`config.mk`:
```
export PLATFORM = sky130hd
export DESIGN_NAME = cslc_top
export DESIGN_NICKNAME = d
export VERILOG_FILES = /design/src/rtl/cslc_pkg.sv /design/src/rtl/cslc_chan.sv /design/src/rtl/cslc_src_bit.sv /design/src/rtl/cslc_top.sv
export SDC_FILE = /design/constraint.sdc
export NUM_CORES = 1
export LEC_CHECK = 0
export BUFFER_PORTS_ARGS = -buffer_cell sky130_fd_sc_hd__buf_2
export CAP_MARGIN = 0
export CORE_MARGIN = 8
export CORE_UTILIZATION = 40
export CTS_CLUSTER_DIAMETER = 150
export DETAILED_ROUTE_END_ITERATION = 16
export MAX_ROUTING_LAYER = met4
export PLACE_DENSITY = 0.69
export SETUP_SLACK_MARGIN = 0.1
export SLEW_MARGIN = 15
export SYNTH_ARGS = -nofsm -noshare
export SYNTH_HDL_FRONTEND = slang
export SYNTH_SLANG_ARGS = --single-unit
```
`constraint.sdc`:
```
create_clock -name clk_i -period 2.3 [get_ports clk_i]
set_input_delay 0 -clock clk_i [delete_from_list [all_inputs] [get_ports clk_i]]
set_output_delay 0 -clock clk_i [all_outputs]
set_load 0.01 [all_outputs]
```
`src/rtl/cslc_pkg.sv`:
```
// constants and types shared by the channel source interrupt logic
package cslc_pkg;

   ////////////////////////////////////////////////////////////////////////////
   // sizes
   localparam int NUM_CHAN = 3;
   localparam int NUM_SRC  = 4;
   localparam int IDX_W    = 7;

   ////////////////////////////////////////////////////////////////////////////
   // source bit positions, shared by enable, status and alarm registers
   localparam int SRC_DRIVE_MON = 0;
   localparam int SRC_SIG_LOSS  = 1;
   localparam int SRC_LOCK_LOSS = 2;
   localparam int SRC_FIFO_LIM  = 3;

   ////////////////////////////////////////////////////////////////////////////
   // register indices; byte address is four times the index
   localparam logic [NUM_CHAN-1:0][IDX_W-1:0] ENA_IDX   = {7'h11, 7'h09, 7'h01};
   localparam logic [NUM_CHAN-1:0][IDX_W-1:0] STAT_IDX  = {7'h12, 7'h0a, 7'h02};
   localparam logic [NUM_CHAN-1:0][IDX_W-1:0] ALARM_IDX = {7'h13, 7'h0b, 7'h03};
   localparam logic [IDX_W-1:0]               BLK_STAT_IDX = 7'h28;
   localparam logic [IDX_W-1:0]               BLK_MASK_IDX = 7'h29;

   ////////////////////////////////////////////////////////////////////////////
   // reset values
   localparam logic [NUM_SRC-1:0]  ENA_RST      = 4'h0;
   localparam logic [NUM_SRC-1:0]  STAT_RST     = 4'h0;
   localparam logic [NUM_CHAN-1:0] BLK_STAT_RST = 3'h0;
   localparam logic [NUM_CHAN-1:0] BLK_MASK_RST = 3'h0;
   localparam logic                WAIT_RST     = 1'b1;

   ////////////////////////////////////////////////////////////////////////////
   // bus slave states
   typedef enum logic [1:0] {
      CSLC_IDLE = 2'b01,
      CSLC_ACK  = 2'b10
   } cslc_bus_e;

endpackage

```
`src/rtl/cslc_chan.sv`:
```
// one channel: enable register and four source bits
`timescale 1ns/1ns
`default_nettype none
module cslc_chan
   import cslc_pkg::*;
(
   // clock and reset
   input  wire logic               clk_i,
   input  wire logic               resetn_i,
   input  wire logic               ce_i,
   // source levels, bit order as the status register
   input  wire logic [NUM_SRC-1:0] src_i,
   // register access
   input  wire logic               en_we_i,
   input  wire logic [NUM_SRC-1:0] en_wdata_i,
   input  wire logic [NUM_SRC-1:0] clr_i,
   // state
   output logic      [NUM_SRC-1:0] en_o,
   output logic      [NUM_SRC-1:0] stat_o,
   output logic      [NUM_SRC-1:0] alarm_o,
   output logic      [NUM_SRC-1:0] set_o,
   output logic                    irq_o
);

   typedef struct packed {
      logic [NUM_SRC-1:0] en;
   } cslc_chan_s;

   cslc_chan_s q;
   cslc_chan_s d;

   always_comb
   begin
      d = q;
      if (en_we_i)
      begin
         d.en = en_wdata_i;
      end
   end

   always_ff @(posedge clk_i)
   begin
      if (!resetn_i)
      begin
         q.en <= ENA_RST;
      end
      else if (ce_i)
      begin
         q <= d;
      end
   end

   for (genvar s = 0; s < NUM_SRC; s++)
   begin : g_src
      cslc_src_bit u_src (
         .clk_i    (clk_i),
         .resetn_i (resetn_i),
         .ce_i     (ce_i),
         .level_i  (src_i[s]),
         .enable_i (q.en[s]),
         .clear_i  (clr_i[s]),
         .sticky_o (stat_o[s]),
         .level_o  (alarm_o[s]),
         .set_o    (set_o[s])
      );
   end

   assign en_o  = q.en;
   assign irq_o = |(stat_o & q.en);

endmodule // cslc_chan
`default_nettype wire

```
`src/rtl/cslc_src_bit.sv`:
```
// one interrupt source: level tracker and clear-on-read sticky change bit
`timescale 1ns/1ns
`default_nettype none
module cslc_src_bit
   import cslc_pkg::*;
(
   // clock and reset
   input  wire logic clk_i,
   input  wire logic resetn_i,
   input  wire logic ce_i,
   // source and control
   input  wire logic level_i,
   input  wire logic enable_i,
   input  wire logic clear_i,
   // state
   output logic      sticky_o,
   output logic      level_o,
   output logic      set_o
);

   typedef struct packed {
      logic level;
      logic sticky;
   } cslc_src_s;

   cslc_src_s q;
   cslc_src_s d;

   always_comb
   begin
      d = q;
      // either edge of the level counts as a change
      set_o    = enable_i & (level_i ^ q.level); // RULE1 RULE2 RULE10
      d.level  = level_i;
      // set wins over a clear in the same cycle
      d.sticky = set_o | (q.sticky & ~clear_i);
   end

   always_ff @(posedge clk_i)
   begin
      if (!resetn_i)
      begin
         q <= '0;
      end
      else if (ce_i)
      begin
         q <= d;
      end
   end

   assign sticky_o = q.sticky;
   assign level_o  = q.level;

endmodule // cslc_src_bit
`default_nettype wire

```
`src/rtl/cslc_top.sv`:
```
// channel source interrupts: three channels behind an avalon-mm slave
//
// Behaviour
// (RULE1) enabled signal-loss bit: set status on each declare or clear of signal loss
// (RULE2) enabled drive-monitor bit: set status on each rise and fall of the monitor
// (RULE3) enable bits are read/write and reset to zero
// (RULE4) status layout: fifo 3, lock 2, signal 1, drive 0; bits 7-4 read zero
// (RULE5) status bit shows change since last read; the read clears it; resets zero
// (RULE6) fifo-limit status records change only; present level is alarm bit 3
// (RULE7) lock-loss change sets status bit 2; present level is alarm bit 2
// (RULE8) status registers sit at 0x02, 0x0a and 0x12 for channels 0 to 2
// (RULE9) signal and drive status clear on read; levels at alarm bits 1 and 0
// (RULE10) enable bits 3 and 2 gate fifo and lock changes, both directions
// (RULE11) a change during the status read keeps its bit set
// (RULE12) channel request high while any enabled status bit is set
//
// Register access over Avalon-MM was left to the implementer.
`timescale 1ns/1ns
`default_nettype none
module cslc_top
   import cslc_pkg::*;
(
   // clock, reset, enable
   input  wire logic                clk_i,
   input  wire logic                resetn_i,
   input  wire logic                ce_i,
   // avalon-mm slave
   input  wire logic [8:0]          avs_address_i,
   input  wire logic                avs_read_i,
   input  wire logic                avs_write_i,
   input  wire logic [31:0]         avs_writedata_i,
   input  wire logic [3:0]          avs_byteenable_i,
   output logic      [31:0]         avs_readdata_o,
   output logic                     avs_waitrequest_o,
   // condition levels per channel
   input  wire logic [NUM_CHAN-1:0] signal_loss_i,
   input  wire logic [NUM_CHAN-1:0] lock_loss_i,
   input  wire logic [NUM_CHAN-1:0] fifo_limit_alarm_i,
   input  wire logic [NUM_CHAN-1:0] drive_monitor_output_i,
   // interrupts
   output logic      [NUM_CHAN-1:0] chan_irq_o,
   output logic                     irq_o
);

   ////////////////////////////////////////////////////////////////////////////
   // state

   typedef struct packed {
      cslc_bus_e           st;
      logic                wait_req;
      logic [31:0]         rdata;
      logic [NUM_CHAN-1:0] blk_stat;
      logic [NUM_CHAN-1:0] blk_mask;
      logic [NUM_CHAN-1:0] chan_irq;
      logic                irq;
   } cslc_top_s;

   cslc_top_s q;
   cslc_top_s d;

   logic [IDX_W-1:0]               idx;
   logic                           req;
   logic                           acc;
   logic [NUM_CHAN-1:0]            en_we;
   logic [NUM_CHAN-1:0][NUM_SRC-1:0] clr;
   logic [NUM_CHAN-1:0][NUM_SRC-1:0] src;
   logic [NUM_CHAN-1:0][NUM_SRC-1:0] en;
   logic [NUM_CHAN-1:0][NUM_SRC-1:0] stat;
   logic [NUM_CHAN-1:0][NUM_SRC-1:0] alarm;
   logic [NUM_CHAN-1:0][NUM_SRC-1:0] set;
   logic [NUM_CHAN-1:0]            ch_irq;

   assign idx = avs_address_i[8:2];
   assign req = avs_read_i | avs_write_i;
   assign acc = req & (q.st == CSLC_ACK);

   ////////////////////////////////////////////////////////////////////////////
   // channels

   for (genvar c = 0; c < NUM_CHAN; c++)
   begin : g_chan
      assign src[c][SRC_DRIVE_MON] = drive_monitor_output_i[c]; // RULE2
      assign src[c][SRC_SIG_LOSS]  = signal_loss_i[c]; // RULE1
      assign src[c][SRC_LOCK_LOSS] = lock_loss_i[c]; // RULE7 RULE10
      assign src[c][SRC_FIFO_LIM]  = fifo_limit_alarm_i[c]; // RULE6 RULE10

      cslc_chan u_chan (
         .clk_i      (clk_i),
         .resetn_i   (resetn_i),
         .ce_i       (ce_i),
         .src_i      (src[c]),
         .en_we_i    (en_we[c]),
         .en_wdata_i (avs_writedata_i[NUM_SRC-1:0]),
         .clr_i      (clr[c]),
         .en_o       (en[c]),
         .stat_o     (stat[c]),
         .alarm_o    (alarm[c]),
         .set_o      (set[c]),
         .irq_o      (ch_irq[c])
      );
   end

   ////////////////////////////////////////////////////////////////////////////
   // bus slave, read mux, block interrupt

   always_comb
   begin
      logic [31:0] rd;
      logic        wr_ok;
      rd    = '0;
      wr_ok = avs_write_i & avs_byteenable_i[0];
      d     = q;
      en_we = '0;
      clr   = '0;
      // unmapped indices read zero; narrow fields sit low, upper bits zero
      for (int c = 0; c < NUM_CHAN; c++)
      begin
         if (idx == ENA_IDX[c])
         begin
            rd[NUM_SRC-1:0] = en[c]; // RULE3
         end
         else if (idx == STAT_IDX[c])
         begin
            rd[NUM_SRC-1:0] = stat[c]; // RULE4 RULE8
         end
         else if (idx == ALARM_IDX[c])
         begin
            rd[NUM_SRC-1:0] = alarm[c]; // RULE6 RULE7 RULE9
         end
      end
      if (idx == BLK_STAT_IDX)
      begin
         rd[NUM_CHAN-1:0] = q.blk_stat;
      end
      else if (idx == BLK_MASK_IDX)
      begin
         rd[NUM_CHAN-1:0] = q.blk_mask;
      end

      case (q.st)
         CSLC_IDLE:
         begin
            if (req)
            begin
               d.st       = CSLC_ACK;
               d.wait_req = 1'b0;
               d.rdata    = avs_read_i ? rd : 32'h0000_0000;
            end
         end
         CSLC_ACK:
         begin
            d.st       = CSLC_IDLE;
            d.wait_req = 1'b1;
         end
         default:
         begin
            d.st       = CSLC_IDLE;
            d.wait_req = WAIT_RST;
         end
      endcase

      // side effects only at the accepting edge
      for (int c = 0; c < NUM_CHAN; c++)
      begin
         if (acc && wr_ok && idx == ENA_IDX[c])
         begin
            en_we[c] = 1'b1; // RULE3
         end
         // clear only bits that were handed out; later events survive
         if (acc && avs_read_i && idx == STAT_IDX[c])
         begin
            clr[c] = q.rdata[NUM_SRC-1:0]; // RULE5 RULE9 RULE11
         end
      end

      if (acc && wr_ok && idx == BLK_MASK_IDX)
      begin
         d.blk_mask = avs_writedata_i[NUM_CHAN-1:0];
      end
      for (int c = 0; c < NUM_CHAN; c++)
      begin
         // write one clears, a new event in the same cycle wins
         if (acc && wr_ok && idx == BLK_STAT_IDX && avs_writedata_i[c])
         begin
            d.blk_stat[c] = 1'b0;
         end
         if (|set[c])
         begin
            d.blk_stat[c] = 1'b1;
         end
      end

      d.chan_irq = ch_irq; // RULE12
      d.irq      = |(d.blk_stat & d.blk_mask);
   end

   always_ff @(posedge clk_i)
   begin
      if (!resetn_i)
      begin
         q.st       <= CSLC_IDLE;
         q.wait_req <= WAIT_RST;
         q.rdata    <= 32'h0000_0000;
         q.blk_stat <= BLK_STAT_RST;
         q.blk_mask <= BLK_MASK_RST;
         q.chan_irq <= '0;
         q.irq      <= 1'b0;
      end
      else if (ce_i)
      begin
         q <= d;
      end
   end

   assign avs_readdata_o    = q.rdata;
   assign avs_waitrequest_o = q.wait_req;
   assign chan_irq_o        = q.chan_irq;
   assign irq_o             = q.irq;

   for (genvar c = 0; c < NUM_CHAN; c++)
   begin : g_chk

   end
endmodule // cslc_top
`default_nettype wire

```
==> flow_summary.toml, run 1 <==
[sta]
hold_viol_final = 0
relSlewSlack_pct = 59.2
worst_pin_slew_ns = 0.607
finalSetupViolCount = 0
fin_tns_setup_ns = 0
rsz0062_at_grt = "false"
fmax_ghz = 0.512
fin_worst_skew_ns = 0.00673
finalCritPeriodShare_pct = 84.8
maxSlewViolCount = 0
min_period_ns = 1.95

[drt]
wl_per_cell_um = 17.5
viasPerCell = 5.50
vias = 2821
routed_wl_um = 8970
ant_nets = 0
drt_pre_antenna_iters = 4
drtIter0Drc = 310
drc_errors = 0

[power_and_ir_drop]
ir_drop_v = 0.000301
powerDensity_mw_per_mm2 = 492
p_leak_uw = 0.00132

[setup_path]
cp.required_ns = 2.51
end_kind = "flip-flop"
slowest_stage = "or3_1"
start_kind = "flip-flop"
arrival_ns = 2.16
path_class = "flip-flop to flip-flop"
cp_max_fo = 7
path_cells = "nand4b_1 > or3_1 > nor3_4 > mux2i_1 > nor2b_1"
max_stage_delay_ns = 0.56

[cells_and_area]
drive_gt1_share_pct = 15.7
final_cell_area_sq_mm = 0.00357
fin_nets = 469
syn_to_final_growth_pct = 10.1
diodes = 0

[cts]
htree_num_levels = 2
clk_latency_ns = 0.31
clock-sinks = 52
cts_tree = "done"
ctsRootBufferMaster = "clkbuf_8"
clk_pin_slew_ns = 0.10
cts_setup_buffers = 0
cts_resized = 0
cts_made_buffers = 5
cts_max_path_buffers = 2
cts_hold_buf = 13

[logic_synthesis]
synth.ff_latch_count = 52
yosysUniqueCellTypes = 58
synth_largest_area_cell = "dfxtp_1"
postSynthAreaPerCell_sq_um = 8.72
synthTopCellsByArea = "dfxtp_1 32%, buf_4 8.1%, nor2b_1 6.9%"
ys_async_sr_fraction_pct = 0
synthCells = 372
synth_flop_cell = "dfxtp_1"
yosys.cell_count.top_type = "dfxtp_1"
seq_area_frac_synth_pct = 32.1
synthTopCellsByCount = "52 x dfxtp_1, 37 x nand2_1, 36 x nor2b_1, 35 x buf_4, 22 x mux2i_1"
synth_top_area_share_pct = 32.1
ys_warn_count = 0
synth-edff-count = 0
syn_area_sq_mm = 0.00324

[flow_run]
drv_cap = 0

[global_route]
grt_max_degree = 28
overflow = 0
grt_antenna_before_repair = 0
grt_usage_pct = 16.0
grt_pass1_wl_um = 14400
grt_pass1_vias = 2760

[place]
port_buffers = 37
placed_cell_area_sq_mm = 0.00335
gp_congestion = 0.971
hpwl_um = 6670

[run_status]
status = "finished, final reports clean"

[floorplanning]
start_util_pct = 40.3
die_h_um = 106
num_rows = 33
core_sq_mm = 0.00805
io-pin-count = 99
die_area_sq_mm = 0.0112
fp.dieW_um = 106

[worst_hold_path]
hp-class = "primary input to flip-flop"
## cells in the final DEF, fill, tap and decap left out, drive strengths merged, types with 6 or more instances in the layout
cell and count:
a32oi 11, a22oi 13, nor2 7, a31oi 6, o21ai 14, mux2 6, dfxtp 52, nand2 37
buf 43, dlygate4sd3 13, clkbuf 7, mux2i 22, a21boi 11, a21oi 11, xor2 12, nand3 11
conb 28, nor2b 36
## stage by stage
stage | std cells | setup WS [ns] | util [%] | hold WS, ns | power, uW
global route | 513 | 0.288 | 44.4 | 0.0255 | 1830
global placement | 492 | 0.419 | 41.6 | 0.281 | 1200
floorplan | 399 | 0.603 | - | 0.138 | 1150
detailed placement | 492 | 0.371 | 41.6 | 0.290 | 1200
CTS | 513 | 0.355 | 44.4 | 0.0280 | 1770
finish | 513 | 0.349 | 44.4 | 0.0328 | 1760
## per-layer routing
metal | share of wire [%] | vias up | global-route usage, %
li1 | - | 1364 | -
met1 | 47 | 1329 | 22.1
met2 | 45 | 117 | 23.8
met3 | 7.2 | 11 | 2.06
met4 | 1.4 | 0 | 4.52
met5 | 0 | - | -
## critical path: cells and delay by family (launching register included)
kind,cells,cell delay (ns)
flops,1,0.35
mux,1,0.27
simple gates,4,1.23
## kinds of logic (layout without fill, tap and decap cells)
kind of cell | after synthesis | count (layout) | share of synthesized area [%]
muxes | 28 | 28 | 8.87
other | 1 | 28 | 0.116
xor gates and xnor gates | 12 | 12 | 3.24
and+or+nand+nor | 126 | 126 | 23.5
AOI/OAI and AO/OA | 94 | 94 | 20.6
buffers and inverters | 59 | 68 | 11.6
DFF | 52 | 52 | 32.1
## sequential cells by signal, indices dropped and copies added, names as in the netlist
signal / flops
g_chan.u_chan.en_o: 12
g_chan.u_chan.g_src.u_src.sticky_o: 12
g_chan.u_chan.g_src.u_src.level_o: 12
chan_irq_o: 3
avs_readdata_o: 4
q: 8
irq_o: 1
## power breakdown
part / leakage (uW) / internal, uW / switching (uW)
Sequential: 0.000422 / 920 / 18.7
Combinational: 0.000852 / 103 / 163
Clock: 0.0000445 / 245 / 308
## final cells by class
class,count,area (sq um)
clock buffer,7,86.3
clock inverter,1,7.51
fill,802,4480
inverter,4,15.0
multi-input combinational,288,1930
sequential,52,1040
tap,105,131
timing repair buffer,56,360
## worst paths after layout
kind,end,cells after the start,start,slack [ns]
setup / recovery,g_chan[1].u_chan.en_o[2],5,q[43],0.35
hold / removal,g_chan[2].u_chan.en_o[0],3,avs_writedata_i[0],0.03
setup reg to reg,g_chan[1].u_chan.en_o[2],5,q[43],0.35
hold reg to reg,q[6],2,q[6],0.50
No activity file was read; power rests on OpenSTA's default activity.
==> run 2: changes to the inputs <==
- ABC_AREA: default -> 1
- clock period: 2.3 -> 1.9 ns (I/O delays scaled with it)
==> flow_summary.toml, run 2 <==
[place]
placed_cell_area_sq_mm = 0.00325
gp_congestion = 0.928
hpwl_um = 6610
port_buffers = 37
place_ws_ns = 0.331

[logic_synthesis]
yosysUniqueCellTypes = 34
synth-edff-count = 0
synthCells = 469
synth_largest_area_cell = "dfxtp_1"
ys_warn_count = 0
postSynthAreaPerCell_sq_um = 6.64
ys_async_sr_fraction_pct = 0
synthTopCellsByCount = "108 x nand2_1, 54 x nor2_1, 52 x dfxtp_1, 52 x o21ai_0, 37 x a21oi_1"
synth.ff_latch_count = 52
seq_area_frac_synth_pct = 33.4
synthTopCellsByArea = "dfxtp_1 33%, nand2_1 13%, buf_4 8.4%"
synth_flop_cell = "dfxtp_1"
yosys.cell_count.top_type = "nand2_1"
synth_top_area_share_pct = 33.4
syn_area_sq_mm = 0.00311

[setup_path]
r2r.worst_path.cells = 9
rrSetupSlack_ns = 0.31
r2r-end = "irq_o"
r2r_start = "g_chan[1].u_chan.g_src[0].u_src.level_o"
start_kind = "flip-flop"
path_class = "flip-flop to flip-flop"
arrival_ns = 1.80
cp_max_fo = 4
end_kind = "flip-flop"
cp.required_ns = 2.11

[drt]
drtIter0Drc = 250
vias = 3013
ant_nets = 0
drc_errors = 0
routed_wl_um = 8500
viasPerCell = 4.94
wl_per_cell_um = 13.9
drt_pre_antenna_iters = 5

[cells_and_area]
final_cell_area_sq_mm = 0.00343
fin_nets = 570
diodes = 0
syn_to_final_growth_pct = 10.0
final_common_cell = "nand2_1"
final_cell_mix = "108 x nand2_1, 54 x nor2_1, 52 x o21ai_0, 52 x dfxtp_1"
drive_gt1_share_pct = 15.6

[sta]
finalCritPeriodShare_pct = 83.7
fmax_ghz = 0.628
finalSetupViolCount = 0
fin_ws_ns = 0.309
hold_viol_final = 0
worst_pin_slew_ns = 0.709
fin_tns_setup_ns = 0
rsz0062_at_grt = "false"
fin_worst_skew_ns = 0.00473
min_period_ns = 1.59
fin_hold_ws_ns = 0.00729
relSlewSlack_pct = 52.7
maxSlewViolCount = 0

[cts]
clk_pin_slew_ns = 0.09
cts_made_buffers = 5
cts_setup_buffers = 0
cts_max_path_buffers = 2
clk_latency_ns = 0.30
ctsRootBufferMaster = "clkbuf_8"
cts_hold_buf = 10
clock-sinks = 52
cts_resized = 0
cts_tree = "done"
htree_num_levels = 2

[power_and_ir_drop]
switchingPower_uw = 571
p_leak_uw = 0.00153
p_total_uw = 2040
power_frac_seq_pct = 56.4
comb_power_share_pct = 14.1
swShare_pct = 28.0
p_int_uw = 1470
clkPwrFrac_pct = 29.5
ir_drop_v = 0.000285
powerDensity_mw_per_mm2 = 596

[global_route]
grt_pass1_wl_um = 14100
overflow = 0
grt_max_degree = 32
grt_antenna_before_repair = 0
grt_pass1_vias = 2826
grt_usage_pct = 16.1

[floorplanning]
fp.dieW_um = 104
io-pin-count = 99
num_rows = 32
core_sq_mm = 0.00765
start_util_pct = 40.7
die_h_um = 104
die_area_sq_mm = 0.0109

[worst_hold_path]
min_to = "g_chan[0].u_chan.en_o[3]"
whs_path_depth = 3
hp-class = "primary input to flip-flop"
min-delay-start = "avs_writedata_i[3]"

[run_status]
status = "finished, final reports clean"

[flow_run]
drv_cap = 0
[run 2: cell count changes after synthesis, moves of 22 or more]
| cell | before | now |
|---|---|---|
| nor2b_1 | 36 | 0 |
| o21ai_0 | 14 | 52 |
| mux2i_1 | 22 | 0 |
| nor2_1 | 7 | 54 |
| a21oi_1 | 11 | 37 |
| nand2_1 | 37 | 108 |
| inv_1 | 4 | 36 |
[run 2: final cells by class]
cell class | count | area (sq um)
Clock inverter | 1 | 5.00
Inverter | 44 | 166
Fill cell | 833 | 4220
Multi-Input combinational cell | 353 | 1690
Timing Repair Buffer | 52 | 323
Clock buffer | 6 | 72.6
Tap cell | 102 | 128
Sequential cell | 52 | 1040
[run 2: layer usage]
metal | global-route usage (%) | up-vias | routed length (um)
met5 | - | - | 0
met4 | 3.72 | 0 | 66
met3 | 4.21 | 5 | 611
met2 | 25.0 | 116 | 3780
met1 | 20.5 | 1354 | 4050
li1 | - | 1538 | -
[run 2: worst max-delay path: stages, from the launching register on]
cell and delay (ns):
dfxtp_1 0.39, nand2_1 0.07, nand2_1 0.05, nor2_1 0.05, nor4_1 0.49, nand2_1 0.17, nand2_1 0.08, nand3_1 0.08
o211ai_2 0.08, inv_2 0.03
[run 2: metrics by stage]
stage               std cells  utilization [%]
finish                    610             44.8
global route              610             44.8
CTS                       610             44.8
detailed placement        593             42.5
global placement          593             42.5
floorplan                 496                -
[run 2: how the worst max path moves through the flow]
stage / end / depth (start not counted) / slack, ns / start
2_1_floorplan: irq_o / 10 / 0.66 / q[43]
3_3_place_gp: irq_o / 9 / 0.33 / g_chan[1].u_chan.g_src[0].u_src.level_o
3_5_place_dp: irq_o / 9 / 0.33 / g_chan[1].u_chan.g_src[0].u_src.level_o
4_1_cts: irq_o / 9 / 0.31 / g_chan[1].u_chan.g_src[0].u_src.level_o
5_1_grt: irq_o / 9 / 0.16 / g_chan[1].u_chan.g_src[0].u_src.level_o
6_report: irq_o / 9 / 0.31 / g_chan[1].u_chan.g_src[0].u_src.level_o
[run 2: cells by family after synthesis]
kind of cell              share of synthesized area (%)
buffers and inverters                              15.5
xor gates and xnor gates                          0.281
other                                             0.120
and+or+nand+nor                                    32.0
AOI/OAI and AO/OA                                  18.6
DFF                                                33.4
[run 2: power groups by stage]
stage          registers, uW  logic, uW  clock network (uW)
5_1_grt                 1160        325                 658
3_3_place_gp            1170        263                   0
2_1_floorplan           1170        226                   0
4_1_cts                 1150        285                 617
3_5_place_dp            1180        268                   0
6_report                1150        288                 602
==> run 3: changes to the inputs <==
- PLACE_DENSITY: 0.69 -> 0.72
- clock period: 1.9 -> 1.4 ns (I/O delays scaled with it)
==> flow_summary.toml, run 3 (same netlist as run 2, synthesis figures left out) <==
[run_status]
status = "finished, final reports clean"

[power_and_ir_drop]
comb_power_share_pct = 17.5
clkPwrFrac_pct = 28.6
switchingPower_uw = 834
powerDensity_mw_per_mm2 = 714
power_frac_seq_pct = 53.9
p_leak_uw = 0.00187
swShare_pct = 28.7
ir_drop_v = 0.000366
p_int_uw = 2080

[setup_path]
path_buf_inv = 2
r2r.worst_path.cells = 10
end_kind = "flip-flop"
r2r-end = "irq_o"
r2r_start = "g_chan[1].u_chan.g_src[0].u_src.level_o"
cp.required_ns = 1.61
arrival_ns = 1.60
path_common_cell = "nand2_1"
start_kind = "flip-flop"
cp_max_fo = 3
path_delay_family = "simple AND/OR/NAND/NOR gates"
path_class = "flip-flop to flip-flop"
rrSetupSlack_ns = 0.01
max_stage_delay_ns = 0.36
path_cells = "nand2_1 > nand2_1 > nor2_2 > nor4_2 > buf_4 > nand2_4 > nand2_2 > nand3_2 > o211ai_2 > inv_2"
slowest_stage = "dfxtp_2"

[global_route]
grt_pass1_vias = 3094
grt_usage_pct = 16.9
overflow = 0
grt_antenna_before_repair = 0
grt_pass1_wl_um = 14900
grt_max_degree = 32

[drt]
vias = 3295
drc_errors = 0
viasPerCell = 4.98
routed_wl_um = 9320
wl_per_cell_um = 14.1
drt_pre_antenna_iters = 4
drtIter0Drc = 238
ant_nets = 0

[floorplanning]
start_util_pct = 40.7
die_h_um = 104
core_sq_mm = 0.00765
io-pin-count = 99
die_area_sq_mm = 0.0109
fp.dieW_um = 104
num_rows = 32

[sta]
finalCritPeriodShare_pct = 99.0
rsz0062_at_grt = "true"
fin_tns_setup_ns = 0
fmax_ghz = 0.722
maxSlewViolCount = 0
hold_viol_final = 0
finalSetupViolCount = 0
min_period_ns = 1.39
fin_worst_skew_ns = 0.00498

[cts]
cts_max_path_buffers = 2
htree_num_levels = 2
clk_pin_slew_ns = 0.09
ctsRootBufferMaster = "clkbuf_8"
cts_made_buffers = 5
clock-sinks = 52
clk_latency_ns = 0.31
cts_tree = "done"

[worst_hold_path]
hp-class = "primary input to flip-flop"
min-delay-start = "avs_writedata_i[3]"
min_to = "g_chan[1].u_chan.en_o[3]"
whs_path_depth = 3

[flow_run]
drv_cap = 0

[place]
hpwl_um = 6880
gp_congestion = 0.956
port_buffers = 37

[cells_and_area]
utilization_pct = 53.3
diodes = 0
n_fill_cell = 755
final_cell_mix = "92 x nand2_1, 50 x buf_4, 46 x nor2_1, 37 x dfxtp_1, 37 x buf_2"
syn_to_final_growth_pct = 30.9
fin_nets = 621
final_common_cell = "nand2_1"
drive_gt1_share_pct = 35.6
-- run 3: worst max path at each step --
stage	startpoint	end	slack (ns)	depth (start not counted)
global placement	g_chan[1].u_chan.g_src[0].u_src.level_o	irq_o	-0.07	10
global route	g_chan[0].u_chan.g_src[2].u_src.level_o	irq_o	-0.09	10
detailed placement	g_chan[1].u_chan.g_src[0].u_src.level_o	irq_o	-0.05	10
finish	g_chan[1].u_chan.g_src[0].u_src.level_o	irq_o	0.01	10
floorplan	q[43]	irq_o	0.16	10
CTS	g_chan[1].u_chan.g_src[2].u_src.level_o	irq_o	0.003	10
-- run 3: area by class of cell --
class / count / area (sq um) / area share (%)
clock buffers: 6 / 72.6 / 1.78
well taps: 102 / 128 / 3.13
multi-input cells: 353 / 1910 / 47.0
repair buffers: 103 / 731 / 17.9
flip-flops and latches: 52 / 1060 / 26.0
clock inverters: 1 / 5.00 / 0.123
inverters: 44 / 166 / 4.08
-- run 3: power by group through the flow --
stage	Combinational [uW]	Clock (uW)	Sequential (uW)
final	509	832	1570
after global routing	563	918	1580
after CTS	466	840	1560
after detailed placement	424	0	1590
after global placement	416	0	1590
after floorplan	307	0	1590
-- run 3: worst register-to-register path, stage by stage (launching register included) --
cell and delay (ns):
dfxtp_2 0.36, nand2_1 0.05, nand2_1 0.06, nor2_2 0.05
nor4_2 0.31, buf_4 0.18, nand2_4 0.06, nand2_2 0.06
nand3_2 0.06, o211ai_2 0.06, inv_2 0.04
-- run 3: per-layer routing --
| layer | GRT usage [%] | routed length [um] |
|---|---|---|
| met1 | 21.5 | 4170 |
| met2 | 26.1 | 4390 |
| met3 | 3.97 | 646 |
| met4 | 4.55 | 103 |
| met5 | - | 0 |
-- run 3: what timing repair did --
action	CTS	global route
pin swaps	14	26
buffers inserted	4	5
endpoints found under the hold margin	10	0
resized for setup	27	80
hold buffers	10	0
setup endpoints to repair	14	34
-- run 3: through the flow --
step	worst slack [ns]	total power, uW	cells	instance area [sq um]	hold WS, ns
3_3_place_gp	-0.0676	2010	635	3560	0.252
2_1_floorplan	0.161	1890	496	3220	0.135
5_1_grt	-0.0862	3060	661	4080	0.0210
6_report	0.0147	2910	661	4080	0.0132
3_5_place_dp	-0.0514	2020	635	3560	0.266
4_1_cts	0.00342	2870	656	3830	0.00938
